<file path="src/gpm_pkg.sv">
// Purpose: Constants and state layout for the GPIO pin mux port
// Assumes: Word (16-bit) addressing on the peripheral bus
// Notes:   Port B fields sit in the upper word of every 64-bit port vector
package gpm_pkg;
    localparam logic [15:0] GPM_A_CTRL   = 16'h6f80;
    localparam logic [15:0] GPM_A_QSEL1  = 16'h6f82;
    localparam logic [15:0] GPM_A_QSEL2  = 16'h6f84;
    localparam logic [15:0] GPM_A_MUX1   = 16'h6f86;
    localparam logic [15:0] GPM_A_MUX2   = 16'h6f88;
    localparam logic [15:0] GPM_A_DIR    = 16'h6f8a;
    localparam logic [15:0] GPM_A_PUD    = 16'h6f8c;
    localparam logic [15:0] GPM_B_CTRL   = 16'h6f90;
    localparam logic [15:0] GPM_B_QSEL   = 16'h6f92;
    localparam logic [15:0] GPM_B_MUX    = 16'h6f96;
    localparam logic [15:0] GPM_B_DIR    = 16'h6f9a;
    localparam logic [15:0] GPM_B_PUD    = 16'h6f9c;
    localparam logic [15:0] GPM_AN_MUX   = 16'h6fb6;
    localparam logic [15:0] GPM_AN_DIR   = 16'h6fba;
    localparam logic [15:0] GPM_A_DAT    = 16'h6fc0;
    localparam logic [15:0] GPM_A_SET    = 16'h6fc2;
    localparam logic [15:0] GPM_A_CLR    = 16'h6fc4;
    localparam logic [15:0] GPM_A_TOG    = 16'h6fc6;
    localparam logic [15:0] GPM_B_DAT    = 16'h6fc8;
    localparam logic [15:0] GPM_B_SET    = 16'h6fca;
    localparam logic [15:0] GPM_B_CLR    = 16'h6fcc;
    localparam logic [15:0] GPM_B_TOG    = 16'h6fce;
    localparam logic [15:0] GPM_AN_DAT   = 16'h6fd8;
    localparam logic [15:0] GPM_AN_SET   = 16'h6fda;
    localparam logic [15:0] GPM_AN_CLR   = 16'h6fdc;
    localparam logic [15:0] GPM_AN_TOG   = 16'h6fde;
    localparam logic [15:0] GPM_IRQ1_SEL = 16'h6fe0;
    localparam logic [15:0] GPM_WAKE_SEL = 16'h6fe8;
    localparam logic [31:0] GPM_B_MASK   = 32'h00001fff;
    localparam logic [31:0] GPM_QB_MASK  = 32'h03ffffff;
    localparam int          GPM_PINS     = 45;
    localparam int          GPM_APINS    = 16;

    localparam logic [1:0] GPM_Q_SYNC = 2'h0;
    localparam logic [1:0] GPM_Q_WIN3 = 2'h1;
    localparam logic [1:0] GPM_Q_WIN6 = 2'h2;
    localparam logic [1:0] GPM_Q_RAW  = 2'h3;

    typedef struct packed {
        logic [63:0]  ctrl;
        logic [95:0]  qsel;
        logic [95:0]  mux;
        logic [95:0]  qsel_eff;
        logic [95:0]  mux_eff;
        logic [63:0]  dir;
        logic [63:0]  pud;
        logic [63:0]  lat;
        logic [44:0]  sync1;
        logic [44:0]  sync2;
        logic [44:0]  qual;
        logic [269:0] hist;
        logic [53:0]  cnt;
        logic [31:0]  amux;
        logic [31:0]  amux_eff;
        logic [15:0]  adir;
        logic [15:0]  alat;
        logic [15:0]  async1;
        logic [15:0]  async2;
        logic [14:0]  xsel;
        logic [31:0]  wake;
        logic [31:0]  rdata;
        logic         rvalid;
    } gpm_state_t;

    localparam gpm_state_t GPM_ST_RST = '0;
endpackage

</file>
<file path="src/gpm_pin_mux.sv">
// Purpose: GPIO pin mux port: 45 digital pins in two ports, 16 analog-shared pins
// Assumes: Peripheral bus with word addresses, 32-bit or 16-bit accesses
// Notes:   Read data appears one cycle after the read strobe
// Notes on behaviour
// Each pin is either software I/O or one of three peripheral signals.
// Forty-five digital pins: port A pins 0-31, port B pins 32-44.
// Every register accepts both 32-bit and 16-bit bus accesses; each interrupt select takes only one 16-bit word per access.
// Protected registers take writes only with protected-write enable high.
// Mux and qualifier selections act on the pin two cycles after the write.
// Port A first mux register: 2-bit codes for pins 0-15, 00 plain I/O.
// Port A second mux register: same 2-bit codes for pins 16-31.
// Port B mux register: 2-bit codes for pins 32-44.
// Software never picks a code with no peripheral behind it.
// Each port has a per-pin direction register.
// Each port has a per-pin pull-up disable register.
// Qualifier select: two bits per pin, registers for 0-15, 16-31, 32-44.
// Each port has a control register setting qualification sampling.
// Data register reads pin levels and writes the output latch.
// Set, clear and toggle registers follow each data register.
// Three selects each route one port A pin to an interrupt line.
// Wake-up select register marks port A pins that may wake the device.
// Analog-shared pins have a function select and a direction register.
// Analog-shared pins have data, set, clear and toggle registers.
// Qualifier 00 only synchronises; 01 and 10 use a sampling window.
// Qualifier 11 passes the input with no synchronisation.
// Window mode changes only after 3 or 6 equal samples.
// Control register sets the sampling period per group of 8 pins.
// Writing 1 sets, clears or inverts a latch bit; these read as zero.
// Direction 1 drives the pin from the latch; all pins input after reset.
`timescale 1ns/1ns
module gpm_pin_mux (
    input  wire logic          clock_i,
    input  wire logic          rst_i,
    input  wire logic          protected_write_enable_i,
    input  wire logic [15:0]   bus_addr_i,
    input  wire logic [31:0]   bus_wdata_i,
    input  wire logic          bus_wr_i,
    input  wire logic          bus_rd_i,
    input  wire logic          bus_wide_i,
    output logic      [31:0]   bus_rdata_o,
    output logic               bus_rvalid_o,
    input  wire logic [44:0]   pin_i,
    output logic      [44:0]   pin_o,
    output logic      [44:0]   pin_oe_n_o,
    output logic      [44:0]   pullup_off_o,
    input  wire logic [134:0]  periph_out_i,
    input  wire logic [134:0]  periph_drive_i,
    output logic      [44:0]   pin_in_o,
    output logic      [2:0]    ext_irq_o,
    output logic               low_power_wakeup_o,
    input  wire logic [15:0]   analog_shared_pin_i,
    output logic      [15:0]   analog_shared_pin_o,
    output logic      [15:0]   analog_shared_pin_oe_n_o,
    output logic      [15:0]   analog_mode_o,
    output logic      [15:0]   analog_pin_in_o
);
    gpm_pkg::gpm_state_t st_r;
    gpm_pkg::gpm_state_t st_nxt;

    logic [15:0] wadr;
    logic [31:0] wmask;
    logic [31:0] wdat;
    logic        pwr;
    logic [31:0] rv;
    logic [44:0] pin_lvl;

    function automatic logic [31:0] upd(input logic [31:0] old, input logic [31:0] d, input logic [31:0] m);
        return (old & ~m) | (d & m);
    endfunction

    function automatic logic [31:0] bitop(input logic [31:0] old, input logic [15:0] a,
                                          input logic [15:0] base, input logic [31:0] v);
        logic [31:0] r;
        r = old;
        if (a == base) begin
            r = upd(old, wdat, wmask);
        end else if (a == base + 16'h0002) begin
            r = old | v;
        end else if (a == base + 16'h0004) begin
            r = old & ~v;
        end else if (a == base + 16'h0006) begin
            r = old ^ v;
        end
        return r;
    endfunction

    // 16-bit access at odd address hits the upper half
    assign wadr  = {bus_addr_i[15:1], 1'b0};
    assign wmask = bus_wide_i ? 32'hffffffff : (bus_addr_i[0] ? 32'hffff0000 : 32'h0000ffff);
    assign wdat  = bus_wide_i ? bus_wdata_i : {bus_wdata_i[15:0], bus_wdata_i[15:0]};
    assign pwr   = bus_wr_i && protected_write_enable_i;

    always_comb begin
        logic [1:0]  code;
        logic [8:0]  ld;
        logic [5:0]  tick;
        logic [5:0]  h;
        logic [31:0] t;
        code = 2'h0;
        ld   = 9'h0;
        tick = 6'h0;
        h    = 6'h0;
        t    = 32'h0;
        st_nxt = st_r;

        st_nxt.sync1  = pin_i;
        st_nxt.sync2  = st_r.sync1;
        st_nxt.async1 = analog_shared_pin_i;
        st_nxt.async2 = st_r.async1;

        // One stage after the register gives the two-cycle take-up
        st_nxt.mux_eff  = st_r.mux;
        st_nxt.qsel_eff = st_r.qsel;
        st_nxt.amux_eff = st_r.amux;

        for (int g = 0; g < 6; g++) begin
            tick[g] = (st_r.cnt[9*g +: 9] == 9'h0);
            ld = {st_r.ctrl[8*g +: 8], 1'b0} - 9'h001;
            if (tick[g]) begin
                st_nxt.cnt[9*g +: 9] = (st_r.ctrl[8*g +: 8] == 8'h00) ? 9'h0 : ld;
            end else begin
                st_nxt.cnt[9*g +: 9] = st_r.cnt[9*g +: 9] - 9'h001;
            end
        end

        for (int p = 0; p < gpm_pkg::GPM_PINS; p++) begin
            code = st_r.qsel_eff[2*p +: 2];
            h = st_r.hist[6*p +: 6];
            if (tick[p/8]) begin
                h = {h[4:0], st_r.sync2[p]};
            end
            st_nxt.hist[6*p +: 6] = h;
            case (code)
                gpm_pkg::GPM_Q_WIN3: begin
                    if (h[2:0] == 3'h0 || h[2:0] == 3'h7) begin
                        st_nxt.qual[p] = h[0];
                    end
                end
                gpm_pkg::GPM_Q_WIN6: begin
                    if (h == 6'h00 || h == 6'h3f) begin
                        st_nxt.qual[p] = h[0];
                    end
                end
                default: st_nxt.qual[p] = st_r.sync2[p];
            endcase
        end

        if (pwr) begin
            if (wadr == gpm_pkg::GPM_A_CTRL) begin
                st_nxt.ctrl[31:0] = upd(st_r.ctrl[31:0], wdat, wmask);
            end else if (wadr == gpm_pkg::GPM_B_CTRL) begin
                st_nxt.ctrl[63:32] = upd(st_r.ctrl[63:32], wdat, wmask) & 32'h0000ffff;
            end else if (wadr == gpm_pkg::GPM_A_QSEL1) begin
                st_nxt.qsel[31:0] = upd(st_r.qsel[31:0], wdat, wmask);
            end else if (wadr == gpm_pkg::GPM_A_QSEL2) begin
                st_nxt.qsel[63:32] = upd(st_r.qsel[63:32], wdat, wmask);
            end else if (wadr == gpm_pkg::GPM_B_QSEL) begin
                st_nxt.qsel[95:64] = upd(st_r.qsel[95:64], wdat, wmask) & gpm_pkg::GPM_QB_MASK;
            end else if (wadr == gpm_pkg::GPM_A_MUX1) begin
                st_nxt.mux[31:0] = upd(st_r.mux[31:0], wdat, wmask);
            end else if (wadr == gpm_pkg::GPM_A_MUX2) begin
                st_nxt.mux[63:32] = upd(st_r.mux[63:32], wdat, wmask);
            end else if (wadr == gpm_pkg::GPM_B_MUX) begin
                st_nxt.mux[95:64] = upd(st_r.mux[95:64], wdat, wmask) & gpm_pkg::GPM_QB_MASK;
            end else if (wadr == gpm_pkg::GPM_A_DIR) begin
                st_nxt.dir[31:0] = upd(st_r.dir[31:0], wdat, wmask);
            end else if (wadr == gpm_pkg::GPM_B_DIR) begin
                st_nxt.dir[63:32] = upd(st_r.dir[63:32], wdat, wmask) & gpm_pkg::GPM_B_MASK;
            end else if (wadr == gpm_pkg::GPM_A_PUD) begin
                st_nxt.pud[31:0] = upd(st_r.pud[31:0], wdat, wmask);
            end else if (wadr == gpm_pkg::GPM_B_PUD) begin
                st_nxt.pud[63:32] = upd(st_r.pud[63:32], wdat, wmask) & gpm_pkg::GPM_B_MASK;
            end else if (wadr == gpm_pkg::GPM_AN_MUX) begin
                st_nxt.amux = upd(st_r.amux, wdat, wmask);
            end else if (wadr == gpm_pkg::GPM_AN_DIR) begin
                t = upd({16'h0, st_r.adir}, wdat, wmask);
                st_nxt.adir = t[15:0];
            end else if (wadr == gpm_pkg::GPM_WAKE_SEL) begin
                st_nxt.wake = upd(st_r.wake, wdat, wmask);
            end

            // Interrupt selects are 16-bit words; 5 bits kept
            for (int k = 0; k < 3; k++) begin
                if (bus_addr_i == gpm_pkg::GPM_IRQ1_SEL + 16'(k)) begin
                    st_nxt.xsel[5*k +: 5] = bus_wdata_i[4:0];
                end
            end
        end

        if (bus_wr_i) begin
            st_nxt.lat[31:0] = bitop(st_r.lat[31:0], wadr, gpm_pkg::GPM_A_DAT, wdat & wmask);
            st_nxt.lat[63:32] = bitop(st_r.lat[63:32], wadr, gpm_pkg::GPM_B_DAT, wdat & wmask)
                              & gpm_pkg::GPM_B_MASK;
            t = bitop({16'h0, st_r.alat}, wadr, gpm_pkg::GPM_AN_DAT, wdat & wmask);
            st_nxt.alat = t[15:0];
        end

        st_nxt.rvalid = bus_rd_i;
        if (bus_rd_i) begin
            st_nxt.rdata = bus_wide_i ? rv : (bus_addr_i[0] ? {16'h0, rv[31:16]} : {16'h0, rv[15:0]});
        end
    end

    // Set, clear and toggle locations and unmapped addresses read zero
    always_comb begin
        rv = 32'h0;
        if (wadr == gpm_pkg::GPM_A_CTRL) begin
            rv = st_r.ctrl[31:0];
        end else if (wadr == gpm_pkg::GPM_B_CTRL) begin
            rv = st_r.ctrl[63:32];
        end else if (wadr == gpm_pkg::GPM_A_QSEL1) begin
            rv = st_r.qsel[31:0];
        end else if (wadr == gpm_pkg::GPM_A_QSEL2) begin
            rv = st_r.qsel[63:32];
        end else if (wadr == gpm_pkg::GPM_B_QSEL) begin
            rv = st_r.qsel[95:64];
        end else if (wadr == gpm_pkg::GPM_A_MUX1) begin
            rv = st_r.mux[31:0];
        end else if (wadr == gpm_pkg::GPM_A_MUX2) begin
            rv = st_r.mux[63:32];
        end else if (wadr == gpm_pkg::GPM_B_MUX) begin
            rv = st_r.mux[95:64];
        end else if (wadr == gpm_pkg::GPM_A_DIR) begin
            rv = st_r.dir[31:0];
        end else if (wadr == gpm_pkg::GPM_B_DIR) begin
            rv = st_r.dir[63:32];
        end else if (wadr == gpm_pkg::GPM_A_PUD) begin
            rv = st_r.pud[31:0];
        end else if (wadr == gpm_pkg::GPM_B_PUD) begin
            rv = st_r.pud[63:32];
        end else if (wadr == gpm_pkg::GPM_AN_MUX) begin
            rv = st_r.amux;
        end else if (wadr == gpm_pkg::GPM_AN_DIR) begin
            rv = {16'h0, st_r.adir};
        end else if (wadr == gpm_pkg::GPM_A_DAT) begin
            rv = st_r.qual[31:0];
        end else if (wadr == gpm_pkg::GPM_B_DAT) begin
            rv = {19'h0, st_r.qual[44:32]};
        end else if (wadr == gpm_pkg::GPM_AN_DAT) begin
            rv = {16'h0, st_r.async2};
        end else if (wadr == gpm_pkg::GPM_WAKE_SEL) begin
            rv = st_r.wake;
        end else if (bus_addr_i >= gpm_pkg::GPM_IRQ1_SEL && bus_addr_i < gpm_pkg::GPM_IRQ1_SEL + 16'h0003) begin
            rv = {27'h0, st_r.xsel[5*(bus_addr_i - gpm_pkg::GPM_IRQ1_SEL) +: 5]};
            rv = bus_addr_i[0] ? {rv[15:0], 16'h0} : rv;
        end
    end

    // Code 11 bypasses both synchroniser stages; peripherals must resync it
    always_comb begin
        logic [1:0] c;
        c = 2'h0;
        for (int p = 0; p < gpm_pkg::GPM_PINS; p++) begin
            c = st_r.qsel_eff[2*p +: 2];
            pin_lvl[p] = (c == gpm_pkg::GPM_Q_RAW) ? pin_i[p] : st_r.qual[p];
            c = st_r.mux_eff[2*p +: 2];
            if (c == 2'h0) begin
                pin_o[p]      = st_r.lat[p];
                pin_oe_n_o[p] = ~st_r.dir[p];
            end else begin
                // Reserved codes still drive whatever the empty slot presents
                pin_o[p]      = periph_out_i[3*p + int'(c) - 1];
                pin_oe_n_o[p] = ~periph_drive_i[3*p + int'(c) - 1];
            end
        end
    end

    assign pin_in_o = pin_lvl;
    assign pullup_off_o = {st_r.pud[44:32], st_r.pud[31:0]};
    assign bus_rdata_o = st_r.rdata;
    assign bus_rvalid_o = st_r.rvalid;
    assign low_power_wakeup_o = |(st_r.wake & pin_lvl[31:0]);

    always_comb begin
        for (int k = 0; k < 3; k++) begin
            ext_irq_o[k] = pin_lvl[st_r.xsel[5*k +: 5]];
        end
        for (int i = 0; i < gpm_pkg::GPM_APINS; i++) begin
            analog_mode_o[i] = st_r.amux_eff[2*i + 1];
            analog_shared_pin_oe_n_o[i] = ~(st_r.adir[i] & ~st_r.amux_eff[2*i + 1]);
        end
    end
    assign analog_shared_pin_o = st_r.alat;
    assign analog_pin_in_o = st_r.async2;

    always_ff @(posedge clock_i or posedge rst_i) begin
        if (rst_i) begin
            st_r <= gpm_pkg::GPM_ST_RST;
        end else begin
            st_r <= st_nxt;
        end
    end
endmodule

</file>
<file path="config.mk">
export PLATFORM = sky130hd
export DESIGN_NAME = gpm_pin_mux
export DESIGN_NICKNAME = d
export VERILOG_FILES = /design/src/gpm_pkg.sv /design/src/gpm_pin_mux.sv
export SDC_FILE = /design/constraint.sdc
export NUM_CORES = 2
export LEC_CHECK = 0
export ABC_AREA = 1
export ABC_CLOCK_PERIOD_IN_PS = 71400
export BUFFER_PORTS_ARGS = -buffer_cell sky130_fd_sc_hd__buf_4
export CORE_ASPECT_RATIO = 0.6
export CORE_UTILIZATION = 60
export DETAILED_ROUTE_END_ITERATION = 16
export PLACE_DENSITY_LB_ADDON = 0.15
export SYNTH_ARGS = -nofsm -noshare
export SYNTH_HDL_FRONTEND = slang
export SYNTH_SLANG_ARGS = --single-unit
</file>
<file path="constraint.sdc">
create_clock -name clock_i -period 71.4 [get_ports clock_i]
set_input_delay 21.42 -clock clock_i [delete_from_list [all_inputs] [get_ports clock_i]]
set_output_delay 21.42 -clock clock_i [all_outputs]
set_load 0.005 [all_outputs]
</file>
* After elaboration in Yosys (flattened, before gate mapping)
Cells that the tools add are included.
** Operators by class
- Add/sub/neg operators :: 102
- Multiply operators :: 1
- $lt $le $gt $ge :: 50
- Eq/ne operators :: 345
- Shifts and indexed selects :: 1
- Mux-type cells :: 640
- Bitwise operators :: 201
- Reduce and logical (&&, ||, !) cells :: 309
** Operators with widths (count)
- 2-to-1 mux 32 bit :: 26
- binary-select mux 1 bit (select 8 bit) :: 90
- bitwise AND 32 bit :: 13
- 2-to-1 mux 1 bit :: 408
- equality test 15 x 14 -> 1 bit (second input constant) :: 27
- OR 32 bit :: 11
- equality test 6 bit (second input constant) :: 45
- zero test 6 bit :: 45
- 2-to-1 mux 6 bit :: 45
- < comparator 9 x 10 -> 1 bit (second input constant) :: 21
- subtractor 8 x 1 -> 9 bit (second input constant) :: 21
- equality test 2 bit (second input constant) :: 90
- inequality test 2 bit (second input constant) :: 90
- adder 7 x 2 -> 8 bit (first input constant) :: 21
- inverter 1 bit :: 136
- equality test 3 bit (second input constant) :: 45
- zero test 3 bit :: 45
- < comparator 8 x 10 -> 1 bit (second input constant) :: 11
- 2-to-1 mux 9 bit :: 12
- subtractor 9 x 1 -> 9 bit (second input constant) :: 12
- AND reduction 2 bit :: 52
- equality test 2 x 1 -> 1 bit (second input constant) :: 45
- zero test 2 bit :: 45
- logical OR 1 bit :: 90
- other kinds (61) :: 203
** Word-level totals
- Bits in registers :: 1210
- Input bits :: 385

* Longest topological paths before layout
- Depth in word-level cells :: 25
- Gate-level depth with buffers :: 36
- Mapped depth without buffers :: 36

* Worst setup path after synthesis
Ideal clock, no wire load.
- Path kind :: input-to-output
- From :: in pin_i[10]
- To :: out low_power_wakeup_o
- Arrival :: 22.389 ns
- Slack :: 27.591 ns
- Stages on the path :: 7
- Cells stage by stage :: nand2_1 -> o21ai_0 -> a22o_1 -> a221oi_1 -> nand2_1 -> nor4_1 -> nand4_1
** Between the ends
- Cells in the longest elaborated chain, start to end :: 3
** RTL lines
- from (decl) :: line gpm_pin_mux.sv:42 : input wire logic [44:0] pin_i,
- 2-to-1 mux 1 bit :: line gpm_pin_mux.sv:255 : pin_lvl[p] = (c == gpm_pkg::GPM_Q_RAW) ? pin_i[p] : st_r.qual[p];
- via pin_in_o[10] :: line gpm_pin_mux.sv:48 : output logic [44:0] pin_in_o,
- bitwise AND 32 bit :: line gpm_pin_mux.sv:272 : assign low_power_wakeup_o = |(st_r.wake & pin_lvl[31:0]);
- OR reduction 32 bit :: line gpm_pin_mux.sv:272
- to (decl) :: line gpm_pin_mux.sv:50 : output logic low_power_wakeup_o,
The timed path passes the listed nets, and every way through them passes these cells.

* Worst setup path in the final report
- From :: in pin_i[10]
- To :: out low_power_wakeup_o
** Between the ends
- Cells in the longest elaborated chain, start to end :: 3
** RTL lines (line)
- 2-to-1 mux 1 bit :: gpm_pin_mux.sv:255
- bitwise AND 32 bit :: gpm_pin_mux.sv:272
- OR reduction 32 bit :: gpm_pin_mux.sv:272
No other way between the ends.

==> impl_metrics.toml <==
[logic_synthesis]
yosys.area_share.simple_pct = 16.5
synth_top_family_by_area = "compound AO/OA/AOI/OAI gates"
synth_nets = 8051
synth_async_sr_flop_share_pct = 100
synthMuxAreaShare_pct = 1.80
synthDominantCellAreaShare_pct = 47.6
seq_area_frac_synth_pct = 47.6
avgSynthCellArea_um2 = 8.53
ys_ff_latch = 1194
synth_fa_ha_area_share_pct = 6.15
synth_top_cell_by_area = "dfrtp_1"
ys_warn_count = 0
synth.most_common_cell = "nand2_1"
syn_inst = 7358
synthDistinctLibCells = 66
synth_compound_area_share_pct = 17.9
netlist_area_mm2 = 0.0627
synthTopCellsByArea = "dfrtp_1 48%, o21ai_0 8.4%, nand2_1 8.1%"
synth_common_cells = "1346 x nand2_1, 1194 x dfrtp_1, 1056 x o21ai_0, 905 x inv_1, 420 x nor2_1"
synth-xor-area-share_pct = 0.824
synth_edf_count = 0
synthFlopType = "dfrtp_1"

[timing]
fin_tns_setup_ns = 0
rsz0062_at_grt = "no"
max_slew_margin_pct = 6.39
max_freq_ghz = 0.0217
finalCriticalPeriod_ns = 46.03
setup_slack_ns = 25.37
min_period_over_period_pct = 64.5
setup_viol = 0
worst_slew_pin_slew_ns = 1.39
skew_ns = 0.0357
hold_ws_ns = 0.348
timing.final.hold_violations = 0
slew_violations = 0

[setup_path]
startpoint = "pin_i[10]"
end_kind = "output pin"
required_ns = 49.98
crit_fanout = 5
worstSetupStartpointType = "primary input"
r2r-start = "st_r[208]"
arrival_ns = 24.61
critPathKind = "in -> out"

[grt]
grt_pass1_vias = 52700
track_usage_pct = 43.7
grt_max_degree = 131
antenna_found_initial = 22
overflow = 0
grt_pass1_wl_mm = 339

[run]
maxCapViolCount = 0

[worst_hold_path]
min_from = "st_nxt[596]"
worst_hold_path_type = "reg -> reg"

[cts]
hold_buffers = 0
post-cts-setup-buffers = 0
clkSinkCount = 1194
clock_tree.buffer_depth = 3
cts-buffers-inserted = 107
htree_levels = 3
clk_pin_slew_worst_paths_ns = 0.06
clk-insertion-delay-late_ns = 0.76
cts_tree = "done"
root_buffer = "clkbuf_16"
cts_resized = 0

[final_layout]
layout-drive-gt1-share_pct = 15.9
fin_cells = 9291
fillCellCount = 8260
final_cell_area_mm2 = 0.0718
syn_to_final_growth_pct = 14.4
nNetsFinal = 8477
final_util_pct = 69.6

[die]
io_pins = 666
core_area_mm2 = 0.103
num_rows = 91
die-area_mm2 = 0.106
die_w_um = 419
initial_core_util_pct = 60.8
die_y_um = 252

[power]
p_leak_nw = 35.3
design_power_total_mw = 1.79
ir_worst_vdd_mv = 0.0230
cellPowerDensity_mw_per_mm2 = 25.0

[placement]
io_buffer_count = 665
gp_congestion = 1.04
dpl_worst_slack_ns = 25.76
dp_hpwl_mm = 174
post_dp_cell_area_mm2 = 0.0679
placedCellCount = 9070

[drt]
postRouteAntennaNets = 0
wl_per_cell_um = 25.3
viasPerCell = 6.20
vias = 57600
first_pass_iters = 9
wl_mm = 235
drtIter0Drc = 8602
drc_errors = 0

[status]
outcome = "finished, final reports clean"
[path summary, 6_finish.rpt]
check / slack, ns / cells past startpoint / endpoint
min in group asynchronous: 20.85 / 2 / bus_rdata_o[24]
max in group asynchronous: 46.51 / 6 / analog_mode_o[3]
setup / recovery: 25.37 / 9 / low_power_wakeup_o
setup reg to reg: 67.51 / 14 / st_r[539]
hold / removal: 0.35 / 0 / st_r[596]
hold reg to reg: 0.35 / 0 / st_r[596]
[report_power, final]
| group | switching [mW] | internal, mW |
|---|---|---|
| logic | 0.219 | 0.129 |
| registers | 0.0460 | 0.773 |
| clock network | 0.274 | 0.353 |
[area by class of cell]
| type | count | area, um2 | share of cell area, % |
|---|---|---|---|
| Sequential cell | 1194 | 29900 | 41.6 |
| Multi-Input combinational cell | 4786 | 27100 | 37.8 |
| Timing Repair Buffer | 750 | 5630 | 7.85 |
| Inverter | 945 | 3560 | 4.96 |
| Clock buffer | 148 | 3110 | 4.34 |
| Tap cell | 1395 | 1750 | 2.43 |
| Clock inverter | 50 | 647 | 0.901 |
| Antenna cell | 23 | 57.6 | 0.0802 |
[layer usage]
layer  vias up  wire length (um)  GRT usage (%)
li1      25400                 -              -
met1     27600             92100           61.7
met2      3920             93200           57.5
met3       706             36200           17.3
met4         2             13800           22.2
met5         -                10              0
[critical path, cell delays in order]
cell	delay, ns
buf_4	0.12
nand2_1	0.04
o21ai_0	0.44
a22o_1	0.36
a221oi_1	0.22
nand2_1	0.14
nor4_1	1.06
nand4_1	0.49
buf_4	0.31
[placed cells by master, fill, tap and decap left out, types with 63 or more instances in the layout]
| master | n |
|---|---|
| nand2_1 | 1341 |
| inv_1 | 904 |
| dfrtp_1 | 1194 |
| clkbuf_16 | 109 |
| nand4_1 | 74 |
| buf_4 | 750 |
| o211ai_1 | 86 |
| a31oi_1 | 94 |
| o21ai_0 | 1056 |
| nor2_1 | 419 |
| or2_2 | 198 |
| nor3_1 | 100 |
| ha_1 | 307 |
| nand3_1 | 184 |
| o21ai_1 | 63 |
| mux2i_1 | 80 |
| a21oi_1 | 230 |
[cell families after synthesis]
kind of cell,after synthesis
AOI/OAI and AO/OA,1924
adders and majority gates,308
buffers and inverters,1378
muxes,109
and+or+nand+nor,2386
xor gates and xnor gates,59
DFF,1194
Power figures use the tool's default switching activity.
